File: config.mk
export PLATFORM = sky130hd
export DESIGN_NAME = general_timer
export DESIGN_NICKNAME = d
export VERILOG_FILES = /design/src/rtl/tmr_pkg.sv /design/src/rtl/cc_channel.sv /design/src/rtl/general_timer.sv
export SDC_FILE = /design/constraint.sdc
export NUM_CORES = 1
export LEC_CHECK = 0
export BUFFER_PORTS_ARGS = -buffer_cell sky130_fd_sc_hd__buf_2
export CORE_UTILIZATION = 40
export DETAILED_ROUTE_END_ITERATION = 12
export GPL_TIMING_DRIVEN = 0
export PLACE_DENSITY = 0.77
export SETUP_SLACK_MARGIN = 0.02
export SLEW_MARGIN = 25
export SYNTH_ARGS = -nofsm -noshare
export SYNTH_HDL_FRONTEND = slang
export SYNTH_SLANG_ARGS = --single-unit
File: constraint.sdc
create_clock -name mclk -period 3.96 [get_ports mclk]
set_input_delay 0.792 -clock mclk [delete_from_list [all_inputs] [get_ports mclk]]
set_output_delay 0.792 -clock mclk [all_outputs]
set_load 0.02 [all_outputs]
File: src/rtl/tmr_pkg.sv
/*
  Shared constants, modes and carrier structs for the general timer
  and its conversion-trigger selector.
  Assumes one clock (mclk) and that all configuration arrives on plain ports.
*/
package tmr_pkg;

  localparam int CNT_W  = 16;
  localparam int NUM_CH = 7;
  localparam int NUM_BT = 4;
  // Three clock pins plus two capture inputs per channel
  localparam int SYNC_W = 3 + 2 * NUM_CH;

  localparam logic [CNT_W-1:0] CNT_RST  = 16'h0000;
  localparam logic [CNT_W-1:0] CNT_ONE  = 16'h0001;
  localparam logic [CNT_W-1:0] CNT_MAX  = 16'hffff;

  // Positions inside the synchroniser vector
  localparam int SYNC_EXT = 0;
  localparam int SYNC_ALT = 1;
  localparam int SYNC_AUX = 2;
  localparam int SYNC_CAP = 3;

  // Conversion trigger selector codes
  localparam logic [2:0] TRIG_SW      = 3'h0;
  localparam logic [2:0] TRIG_BT0_CH1 = 3'h1;
  localparam logic [2:0] TRIG_CH0     = 3'h2;
  localparam logic [2:0] TRIG_CH1     = 3'h3;
  localparam logic [2:0] TRIG_BT1_CH1 = 3'h4;
  localparam logic [2:0] TRIG_BT2_CH1 = 3'h5;
  localparam logic [2:0] TRIG_BT3_CH1 = 3'h6;
  localparam logic [2:0] TRIG_RSVD    = 3'h7;

  typedef enum logic [1:0] {CLK_EXT, CLK_AUX, CLK_SUBSYS, CLK_ALT} clk_src_e;
  typedef enum logic [1:0] {MODE_STOP, MODE_UP, MODE_CONT, MODE_UPDOWN} count_mode_e;
  typedef enum logic [1:0] {CAP_IN_A, CAP_IN_B, CAP_IN_GND, CAP_IN_VCC} cap_in_e;
  typedef enum logic [1:0] {EDGE_NONE, EDGE_RISE, EDGE_FALL, EDGE_BOTH} cap_edge_e;
  typedef enum logic [2:0] {
    OUT_VALUE, OUT_SET, OUT_TOG_RST, OUT_SET_RST,
    OUT_TOG, OUT_RST, OUT_TOG_SET, OUT_RST_SET
  } out_mode_e;

  typedef struct packed {
    logic             capture;
    cap_edge_e        edge_sel;
    cap_in_e          in_sel;
    out_mode_e        out_mode;
    logic             out_value;
    logic [CNT_W-1:0] compare;
  } chan_cfg_s;

  typedef struct packed {
    logic             out;
    logic             irq;
    logic [CNT_W-1:0] capture;
  } chan_stat_s;

endpackage

File: src/rtl/cc_channel.sv
/*
  One capture/compare channel: input capture, compare event and output unit.
  Assumes capture inputs already synchronised and a count-updated strobe from the counter.
*/
`timescale 1ns/1ns
`default_nettype none
module cc_channel import tmr_pkg::*; (
  input  wire logic             mclk,
  input  wire logic             rst_b,
  input  wire chan_cfg_s        cfg,
  input  wire logic [CNT_W-1:0] cnt,
  input  wire logic             cnt_new,
  input  wire logic             period_hit,
  input  wire logic [1:0]       cap_now,
  input  wire logic [1:0]       cap_prev,
  output chan_stat_s            stat
);

  logic             out_q, out_d;
  logic             irq_q;
  logic [CNT_W-1:0] cap_q;
  cap_in_e          in_sel_q;

  // ----------------------------------------------------------------
  // Input select and edge detect
  // ----------------------------------------------------------------
  // The previous level is taken through last cycle's in_sel, so a switch of source
  // is an edge: stepping from ground to supply gives a software capture
  wire logic sel_now  = (cfg.in_sel == CAP_IN_A) ? cap_now[0]  :
                        (cfg.in_sel == CAP_IN_B) ? cap_now[1]  :
                        (cfg.in_sel == CAP_IN_VCC);
  wire logic sel_prev = (in_sel_q == CAP_IN_A) ? cap_prev[0] :
                        (in_sel_q == CAP_IN_B) ? cap_prev[1] :
                        (in_sel_q == CAP_IN_VCC);
  wire logic rise     = sel_now & ~sel_prev;
  wire logic fall     = ~sel_now & sel_prev;
  wire logic cap_hit  = cfg.capture &
                        (((cfg.edge_sel == EDGE_RISE) & rise) |
                         ((cfg.edge_sel == EDGE_FALL) & fall) |
                         ((cfg.edge_sel == EDGE_BOTH) & (rise | fall)));
  wire logic cmp_hit  = ~cfg.capture & cnt_new & (cnt == cfg.compare);

  // ----------------------------------------------------------------
  // Output unit
  // ----------------------------------------------------------------
  always_comb begin
    case (cfg.out_mode)
      OUT_VALUE:   out_d = cfg.out_value;
      OUT_SET:     out_d = cmp_hit ? 1'b1 : out_q;
      OUT_TOG_RST: out_d = cmp_hit ? ~out_q : (period_hit ? 1'b0 : out_q);
      OUT_SET_RST: out_d = cmp_hit ? 1'b1 : (period_hit ? 1'b0 : out_q);
      OUT_TOG:     out_d = cmp_hit ? ~out_q : out_q;
      OUT_RST:     out_d = cmp_hit ? 1'b0 : out_q;
      OUT_TOG_SET: out_d = cmp_hit ? ~out_q : (period_hit ? 1'b1 : out_q);
      OUT_RST_SET: out_d = cmp_hit ? 1'b0 : (period_hit ? 1'b1 : out_q);
      default:     out_d = out_q;
    endcase
  end

  always_ff @(posedge mclk) begin
    if (!rst_b) begin
      out_q <= 1'b0;
      irq_q <= 1'b0;
      cap_q    <= CNT_RST;
      in_sel_q <= CAP_IN_A;
    end else begin
      in_sel_q <= cfg.in_sel;
      out_q <= out_d;
      irq_q <= cap_hit | cmp_hit;
      if (cap_hit) begin
        cap_q <= cnt;
      end
    end
  end

  assign stat = '{out: out_q, irq: irq_q, capture: cap_q};

  // ----------------------------------------------------------------
  // Checks
  // ----------------------------------------------------------------
  property p_cmp_irq;
    @(posedge mclk) disable iff (!rst_b)
      (!cfg.capture && cnt_new && cnt == cfg.compare) |=> stat.irq;
  endproperty
  a_cmp_irq: assert property (p_cmp_irq) else $error("compare match gave no request");

  property p_cap_value;
    @(posedge mclk) disable iff (!rst_b)
      cap_hit |=> (stat.capture == $past(cnt)) && stat.irq;
  endproperty
  a_cap_value: assert property (p_cap_value) else $error("capture missed counter value");

  property p_set_mode;
    @(posedge mclk) disable iff (!rst_b)
      (cfg.out_mode == OUT_SET && !cfg.capture && cnt_new && cnt == cfg.compare) |=> stat.out;
  endproperty
  a_set_mode: assert property (p_set_mode) else $error("set mode did not raise output");

  c_capture: cover property (@(posedge mclk) disable iff (!rst_b) cap_hit);

endmodule // cc_channel
`default_nettype wire

File: src/rtl/general_timer.sv
/*
  General timer with seven capture/compare channels and the conversion-trigger selector.
  Assumes pin clocks and capture inputs are asynchronous to mclk; basic-timer
  outputs and the software start bit come from logic on mclk.
*/
`timescale 1ns/1ns
`default_nettype none
module general_timer import tmr_pkg::*; (
  input  wire logic                  mclk,
  input  wire logic                  rst_b,
  input  wire count_mode_e           count_mode,
  input  wire clk_src_e              clk_sel,
  input  wire logic                  external_timer_clock,
  input  wire logic                  alternate_timer_clock,
  input  wire logic                  aux_clock,
  input  wire logic [NUM_CH-1:0]     capture_in_a,
  input  wire logic [NUM_CH-1:0]     capture_in_b,
  input  wire chan_cfg_s [NUM_CH-1:0] chan_cfg,
  input  wire logic [2:0]            conv_trigger_select,
  input  wire logic                  software_conv_start,
  input  wire logic [NUM_BT-1:0]     basic_timer_ch1_out,
  output logic [CNT_W-1:0]           counter_value,
  output chan_stat_s [NUM_CH-1:0]    chan_status,
  output logic                       overflow_irq,
  output logic                       conv_trigger
);

  logic [SYNC_W-1:0] sync1_q, sync2_q, sync3_q;
  logic [CNT_W-1:0]  cnt_q, cnt_d;
  logic              dir_down_q, dir_down_d;
  logic              ovf_q, ovf_d;
  logic              cnt_new_q;
  logic              trig_q;

  // ----------------------------------------------------------------
  // Pin synchronisers
  // ----------------------------------------------------------------
  // Third stage only feeds edge detection, so stage one stays private
  wire logic [SYNC_W-1:0] pins = {capture_in_b, capture_in_a, aux_clock,
                                  alternate_timer_clock, external_timer_clock};

  always_ff @(posedge mclk) begin
    if (!rst_b) begin
      sync1_q <= '0;
      sync2_q <= '0;
      sync3_q <= '0;
    end else begin
      sync1_q <= pins;
      sync2_q <= sync1_q;
      sync3_q <= sync2_q;
    end
  end

  // ----------------------------------------------------------------
  // Counter clock select
  // ----------------------------------------------------------------
  // Pin clocks must stay below mclk / 4 to survive the synchroniser
  wire logic ext_rise = sync2_q[SYNC_EXT] & ~sync3_q[SYNC_EXT];
  wire logic alt_fall = ~sync2_q[SYNC_ALT] & sync3_q[SYNC_ALT];
  wire logic aux_rise = sync2_q[SYNC_AUX] & ~sync3_q[SYNC_AUX];
  wire logic tick_src = (clk_sel == CLK_EXT)   ? ext_rise :
                        (clk_sel == CLK_AUX)   ? aux_rise :
                        (clk_sel == CLK_SUBSYS) ? 1'b1    : alt_fall;
  wire logic tick     = tick_src & (count_mode != MODE_STOP);
  wire logic [CNT_W-1:0] period = chan_cfg[0].compare;

  // ----------------------------------------------------------------
  // Shared counter
  // ----------------------------------------------------------------
  always_comb begin
    cnt_d      = cnt_q;
    dir_down_d = dir_down_q;
    ovf_d      = 1'b0;
    if (tick) begin
      case (count_mode)
        MODE_UP: begin
          if (cnt_q >= period) begin
            cnt_d = CNT_RST;
            ovf_d = 1'b1;
          end else begin
            cnt_d = cnt_q + CNT_ONE;
          end
        end
        MODE_CONT: begin
          cnt_d = cnt_q + CNT_ONE;
          ovf_d = (cnt_q == CNT_MAX);
        end
        MODE_UPDOWN: begin
          if (!dir_down_q) begin
            if (cnt_q >= period && cnt_q != CNT_RST) begin
              dir_down_d = 1'b1;
              cnt_d      = cnt_q - CNT_ONE;
            end else if (cnt_q < period) begin
              cnt_d = cnt_q + CNT_ONE;
            end
          end else begin
            if (cnt_q == CNT_RST) begin
              dir_down_d = 1'b0;
            end else begin
              cnt_d = cnt_q - CNT_ONE;
              if (cnt_q == CNT_ONE) begin
                ovf_d      = 1'b1;
                dir_down_d = 1'b0;
              end
            end
          end
        end
        default: cnt_d = cnt_q;
      endcase
    end
  end

  always_ff @(posedge mclk) begin
    if (!rst_b) begin
      cnt_q      <= CNT_RST;
      dir_down_q <= 1'b0;
      ovf_q      <= 1'b0;
      cnt_new_q  <= 1'b0;
    end else begin
      cnt_q      <= cnt_d;
      dir_down_q <= dir_down_d;
      ovf_q      <= ovf_d;
      cnt_new_q  <= tick;
    end
  end

  assign counter_value = cnt_q;
  assign overflow_irq  = ovf_q;

  // ----------------------------------------------------------------
  // Channels
  // ----------------------------------------------------------------
  wire logic period_hit = cnt_new_q & (cnt_q == period);

  genvar ch;
  generate
    for (ch = 0; ch < NUM_CH; ch++) begin : g_ch
      cc_channel u_ch (
        .mclk       (mclk),
        .rst_b      (rst_b),
        .cfg        (chan_cfg[ch]),
        .cnt        (cnt_q),
        .cnt_new    (cnt_new_q),
        .period_hit (period_hit),
        .cap_now    ({sync2_q[SYNC_CAP+NUM_CH+ch], sync2_q[SYNC_CAP+ch]}),
        .cap_prev   ({sync3_q[SYNC_CAP+NUM_CH+ch], sync3_q[SYNC_CAP+ch]}),
        .stat       (chan_status[ch])
      );
    end
  endgenerate

  // ----------------------------------------------------------------
  // Conversion trigger selector
  // ----------------------------------------------------------------
  wire logic ch0_out = chan_status[0].out;
  wire logic ch1_out = chan_status[1].out;
  wire logic trig_d  =
    (conv_trigger_select == TRIG_SW)      ? software_conv_start    :
    (conv_trigger_select == TRIG_BT0_CH1) ? basic_timer_ch1_out[0] :
    (conv_trigger_select == TRIG_CH0)     ? ch0_out                :
    (conv_trigger_select == TRIG_CH1)     ? ch1_out                :
    (conv_trigger_select == TRIG_BT1_CH1) ? basic_timer_ch1_out[1] :
    (conv_trigger_select == TRIG_BT2_CH1) ? basic_timer_ch1_out[2] :
    (conv_trigger_select == TRIG_BT3_CH1) ? basic_timer_ch1_out[3] :
    1'b0;

  always_ff @(posedge mclk) begin
    if (!rst_b) begin
      trig_q <= 1'b0;
    end else begin
      trig_q <= trig_d;
    end
  end

  assign conv_trigger = trig_q;

  // ----------------------------------------------------------------
  // Checks
  // ----------------------------------------------------------------
  property p_cont_count;
    @(posedge mclk) disable iff (!rst_b)
      (count_mode == MODE_CONT && clk_sel == CLK_SUBSYS) ##1 (count_mode == MODE_CONT && clk_sel == CLK_SUBSYS)
        |-> cnt_q == $past(cnt_q) + CNT_ONE;
  endproperty
  a_cont_count: assert property (p_cont_count) else $error("counter did not step by one");

  property p_cont_ovf;
    @(posedge mclk) disable iff (!rst_b)
      (tick && count_mode == MODE_CONT && cnt_q == CNT_MAX) |=> overflow_irq && cnt_q == CNT_RST;
  endproperty
  a_cont_ovf: assert property (p_cont_ovf) else $error("no overflow request at wrap");

  property p_up_wrap;
    @(posedge mclk) disable iff (!rst_b)
      (tick && count_mode == MODE_UP && cnt_q >= period) |=> cnt_q == CNT_RST && overflow_irq;
  endproperty
  a_up_wrap: assert property (p_up_wrap) else $error("up mode did not wrap at period");

  property p_ch0_route;
    @(posedge mclk) disable iff (!rst_b)
      conv_trigger_select == TRIG_CH0 |=> conv_trigger == $past(chan_status[0].out);
  endproperty
  a_ch0_route: assert property (p_ch0_route) else $error("source 2 not channel zero");

  property p_ch1_route;
    @(posedge mclk) disable iff (!rst_b)
      conv_trigger_select == TRIG_CH1 |=> conv_trigger == $past(chan_status[1].out);
  endproperty
  a_ch1_route: assert property (p_ch1_route) else $error("source 3 not channel one");

  property p_bt_route;
    @(posedge mclk) disable iff (!rst_b)
      (conv_trigger_select == TRIG_BT0_CH1 || conv_trigger_select == TRIG_BT3_CH1)
        |=> conv_trigger == ($past(conv_trigger_select) == TRIG_BT0_CH1 ?
                             $past(basic_timer_ch1_out[0]) : $past(basic_timer_ch1_out[3]));
  endproperty
  a_bt_route: assert property (p_bt_route) else $error("basic timer source misrouted");

  property p_sw_rsvd;
    @(posedge mclk) disable iff (!rst_b)
      (conv_trigger_select == TRIG_RSVD |=> !conv_trigger) and
      (conv_trigger_select == TRIG_SW |=> conv_trigger == $past(software_conv_start));
  endproperty
  a_sw_rsvd: assert property (p_sw_rsvd) else $error("software or reserved code wrong");

  property p_sys_tick;
    @(posedge mclk) disable iff (!rst_b)
      (clk_sel == CLK_SUBSYS && count_mode != MODE_STOP) |=> cnt_new_q;
  endproperty
  a_sys_tick: assert property (p_sys_tick) else $error("subsystem clock did not count");

  property p_ovf_pulse;
    @(posedge mclk) disable iff (!rst_b)
      overflow_irq |=> !overflow_irq || clk_sel == CLK_SUBSYS;
  endproperty
  a_ovf_pulse: assert property (p_ovf_pulse) else $error("overflow request stuck");

  c_updown_ovf: cover property (@(posedge mclk) disable iff (!rst_b)
                                count_mode == MODE_UPDOWN && overflow_irq);
  c_ch0_trig:   cover property (@(posedge mclk) disable iff (!rst_b)
                                conv_trigger_select == TRIG_CH0 ##1 conv_trigger);
  c_ext_clk:    cover property (@(posedge mclk) disable iff (!rst_b)
                                clk_sel == CLK_EXT && tick);

endmodule // general_timer
`default_nettype wire

==> run summary <==
RSZ-0062 raised after global routing = true
Dpl cell area = 12800 sq um
Finished Cell Area = 13500 sq um
Vias per std cell = 5.36
Io pins = 350
Die width = 165 um
Most frequent cells in the layout = buf_2, dfxtp_1, nor2_1
Dpl ws = -579 ps
Largest net degree at the start of global routing = 15
Final net count = 1839
I/O Buffers = 347
Clock tree from TritonCTS = yes
Ys async rst share = 0%
Post-DP HPWL = 29500 um
Grt total ovfl = 0
Min cycle time layout = 3800 ps
Hold path depth = 1
Clock buffer count from CTS = 22
Vias = 10500
Leakage power = 6.60 nW
Power density cells = 355 nW/um^2
Synthesized Nets = 1468
Core Region = 26100 sq um
DRC viols = 0
Layout overhead on the synthesized area = 27.2%
Mux share of post-synthesis cell area = 9.09%
Routed WL = 40100 um
Final period utilization = 96.0%
Main area contributors after synthesis = dfxtp_1, mux2i_1, nor2_1, xor2_1, and2_1
Simple-Gate Fraction of Synth Area = 21.0%
Post-Synth XOR/XNOR Area = 8.42%
Root Driver = clkbuf_16
Placed cells = 1910
Avg Cell Area, Syn = 8.64 sq um
Tot Pwr = 0.00480 W
Reg2Reg Depth = 12
Clock tree sinks = 211
Post-synth cell types = 76
Worst Path Max Fanout = 10
Hold Path Class = flop to flop
Final WS setup = 157 ps
Mapped cell area = 10600 sq um
CP Class = flop to flop
Gate Count Post-Synth = 1228
Area share of fa/ha/maj cells after synthesis = 4.01%
Yosys top cell area share = 39.8%
Crit. End Element = flop
Outcome = finished clean
Synth Warn # = 0
Clock skew after layout = 15.8 ps
Gpl congestion = 0.889
Fin Setup TNS = 0 ps
Commonest non-fill, non-tap cell in the layout = buf_2
Synth Area in Compound Gates = 12.1%
Final hold viol count = 0
Antenna-violating nets left = 0
Ys flop type = dfxtp_1
Starting Density = 40.7%
#FFs+latches synth = 211
H-tree levels = 1
Layout cell share with drive strength beyond 1 = 26.6%
CP arrival = 4200 ps
Setup crit start kind = flop
Final setup violating endpoints = 0
Worst relative slew slack = 23.3%
Largest family of logic cells by synthesized area = simple AND/OR/NAND/NOR gates
First-pass DRT Iterations = 5
Wire per inst = 20.6 um
Die area = 27200 sq um
First-pass GRT wire length = 57000 um
Number of synthesized flops with an enable pin = 0
CTS Buffer Depth = 3
FMAX = 0.263 GHz
Layout Cells excl Fill = 1952
Antenna violations before repair = 5
Tightest Pin Transition = 1150 ps
Rows = 59
CP required = 4360 ps
Worst VDD drop = 0.000328 V
Insertion delay to the later sink of the worst-skew pair = 520 ps
Die H = 165 um
Final max-slew violation count = 0
Largest area contributor in the synthesized netlist = dfxtp_1
GRT Total Usage = 28.5%
MaxCap Viol Count = 0
Seq/Total Area, Yosys = 39.8%
Iteration-0 DRC Markers = 788
Clock transition at the registers of the reported paths = 70 ps
Vias in the first global route = 9703
Postcts setup bufs = 0
[metal layers]
metal | wire length [um] | GRT usage, % | vias up | part of all wire (%)
met3 | 3640 | 5.90 | 121 | 9.1
met5 | 18 | 0 | - | 0.045
met1 | 16100 | 34.9 | 4837 | 40
met2 | 18500 | 47.1 | 583 | 46
met4 | 1880 | 14.3 | 2 | 4.7
li1 | - | - | 4925 | -
[cell usage after synthesis, types with 3 or more instances]
cell type  number
a31oi_1         5
buf_2           4
nor4_1         17
dfxtp_1       211
nand4_1        17
o21ai_0        40
nor2_1        183
o211ai_1       14
or4_1           3
a22oi_1         3
a21o_1          5
o21a_1         17
a221oi_1        3
a211oi_1        7
mux2i_1        93
nand3_1        15
and3_1          5
and2_1         69
nor4b_1         6
inv_1          48
or3_1          10
buf_4          14
nor3b_1         4
a21oi_1        54
buf_1          21
o22a_1          3
nor2b_1         5
or2_2           3
clkbuf_1       52
nand2_1        62
xnor2_1        38
xor2_1         64
nand4b_1        3
o221ai_1        4
nand2b_1       14
o22ai_1         3
ha_1           34
o31ai_1         5
nand3b_1        3
nor3_1         24
[worst max-delay path, stage by stage (launching register included)]
cell        delay [ps]
dfxtp_1            440
clkbuf_2           360
clkbuf_2           420
clkinvlp_4         400
ha_1               290
nor2b_1            100
o211ai_1            80
a21boi_1           220
nor3_2             120
a21bo_2            270
a21oi_2            480
a22oi_1            160
o31ai_1            320
[registers in the layout, summed over array words and instances (netlist names)]
| name | flops |
|---|---|
| g_ch.u_ch.irq_q | 7 |
| g_ch.u_ch.cap_q | 112 |
| dir_down_q | 1 |
| counter_value | 16 |
| cnt_new_q | 1 |
| conv_trigger | 1 |
| sync2_q | 17 |
| sync1_q | 17 |
| g_ch.u_ch.out_q | 7 |
| sync3_q | 17 |
| g_ch.u_ch.in_sel_q | 14 |
| overflow_irq | 1 |
[final timing paths]
| path | startpoint | endpoint | slack, ps |
|---|---|---|---|
| hold reg to reg | sync1_q[10]$_SDFF_PN0_ | sync2_q[10]$_SDFF_PN0_ | 430 |
| setup reg to reg | counter_value[0]$_SDFFE_PN0P_ | counter_value[5]$_SDFFE_PN0P_ | 160 |
| hold / removal | sync1_q[10]$_SDFF_PN0_ | sync2_q[10]$_SDFF_PN0_ | 430 |
| setup / recovery | counter_value[0]$_SDFFE_PN0P_ | counter_value[5]$_SDFFE_PN0P_ | 160 |
[logic make-up after synthesis]
kind of cell / count (synthesis)
AO/OA/AOI/OAI: 194
XOR/XNOR: 102
adder cells (fa/ha/maj): 34
buffers and inverters: 140
flip-flops: 211
multiplexers: 95
AND/OR/NAND/NOR: 452
[stage by stage]
step,utilization (%),hold WS [ps]
finish,51.8,434
global route,51.8,441
CTS,51.7,436
detailed placement,49.0,421
global placement,49.0,415
floorplan,-,412
[what timing repair did]
action | in CTS | in global routing
gates resized for setup | 4 | 7
hold endpoints to repair | 0 | 0
setup endpoints to repair | 22 | 7
hold buffers | 0 | 0
[power by group]
part | internal, W | total, W | switching [W] | leakage (nW)
logic | 0.000253 | 0.000604 | 0.000350 | 4.56
registers | 0.00216 | 0.00219 | 0.0000241 | 1.71
clock network | 0.00112 | 0.00200 | 0.000884 | 0.334
[final cells by class]
cell class	instances	area [sq um]
repair buffers	347	1740
flip-flops and latches	211	4220
clock buffers	27	579
fillers	2445	12600
clock inverters	12	114
well taps	335	419
multi-input cells	877	5820
plain buffers	91	409
inverters	49	188
diodes	3	7.51
No activity file was read; power rests on OpenSTA's default activity.
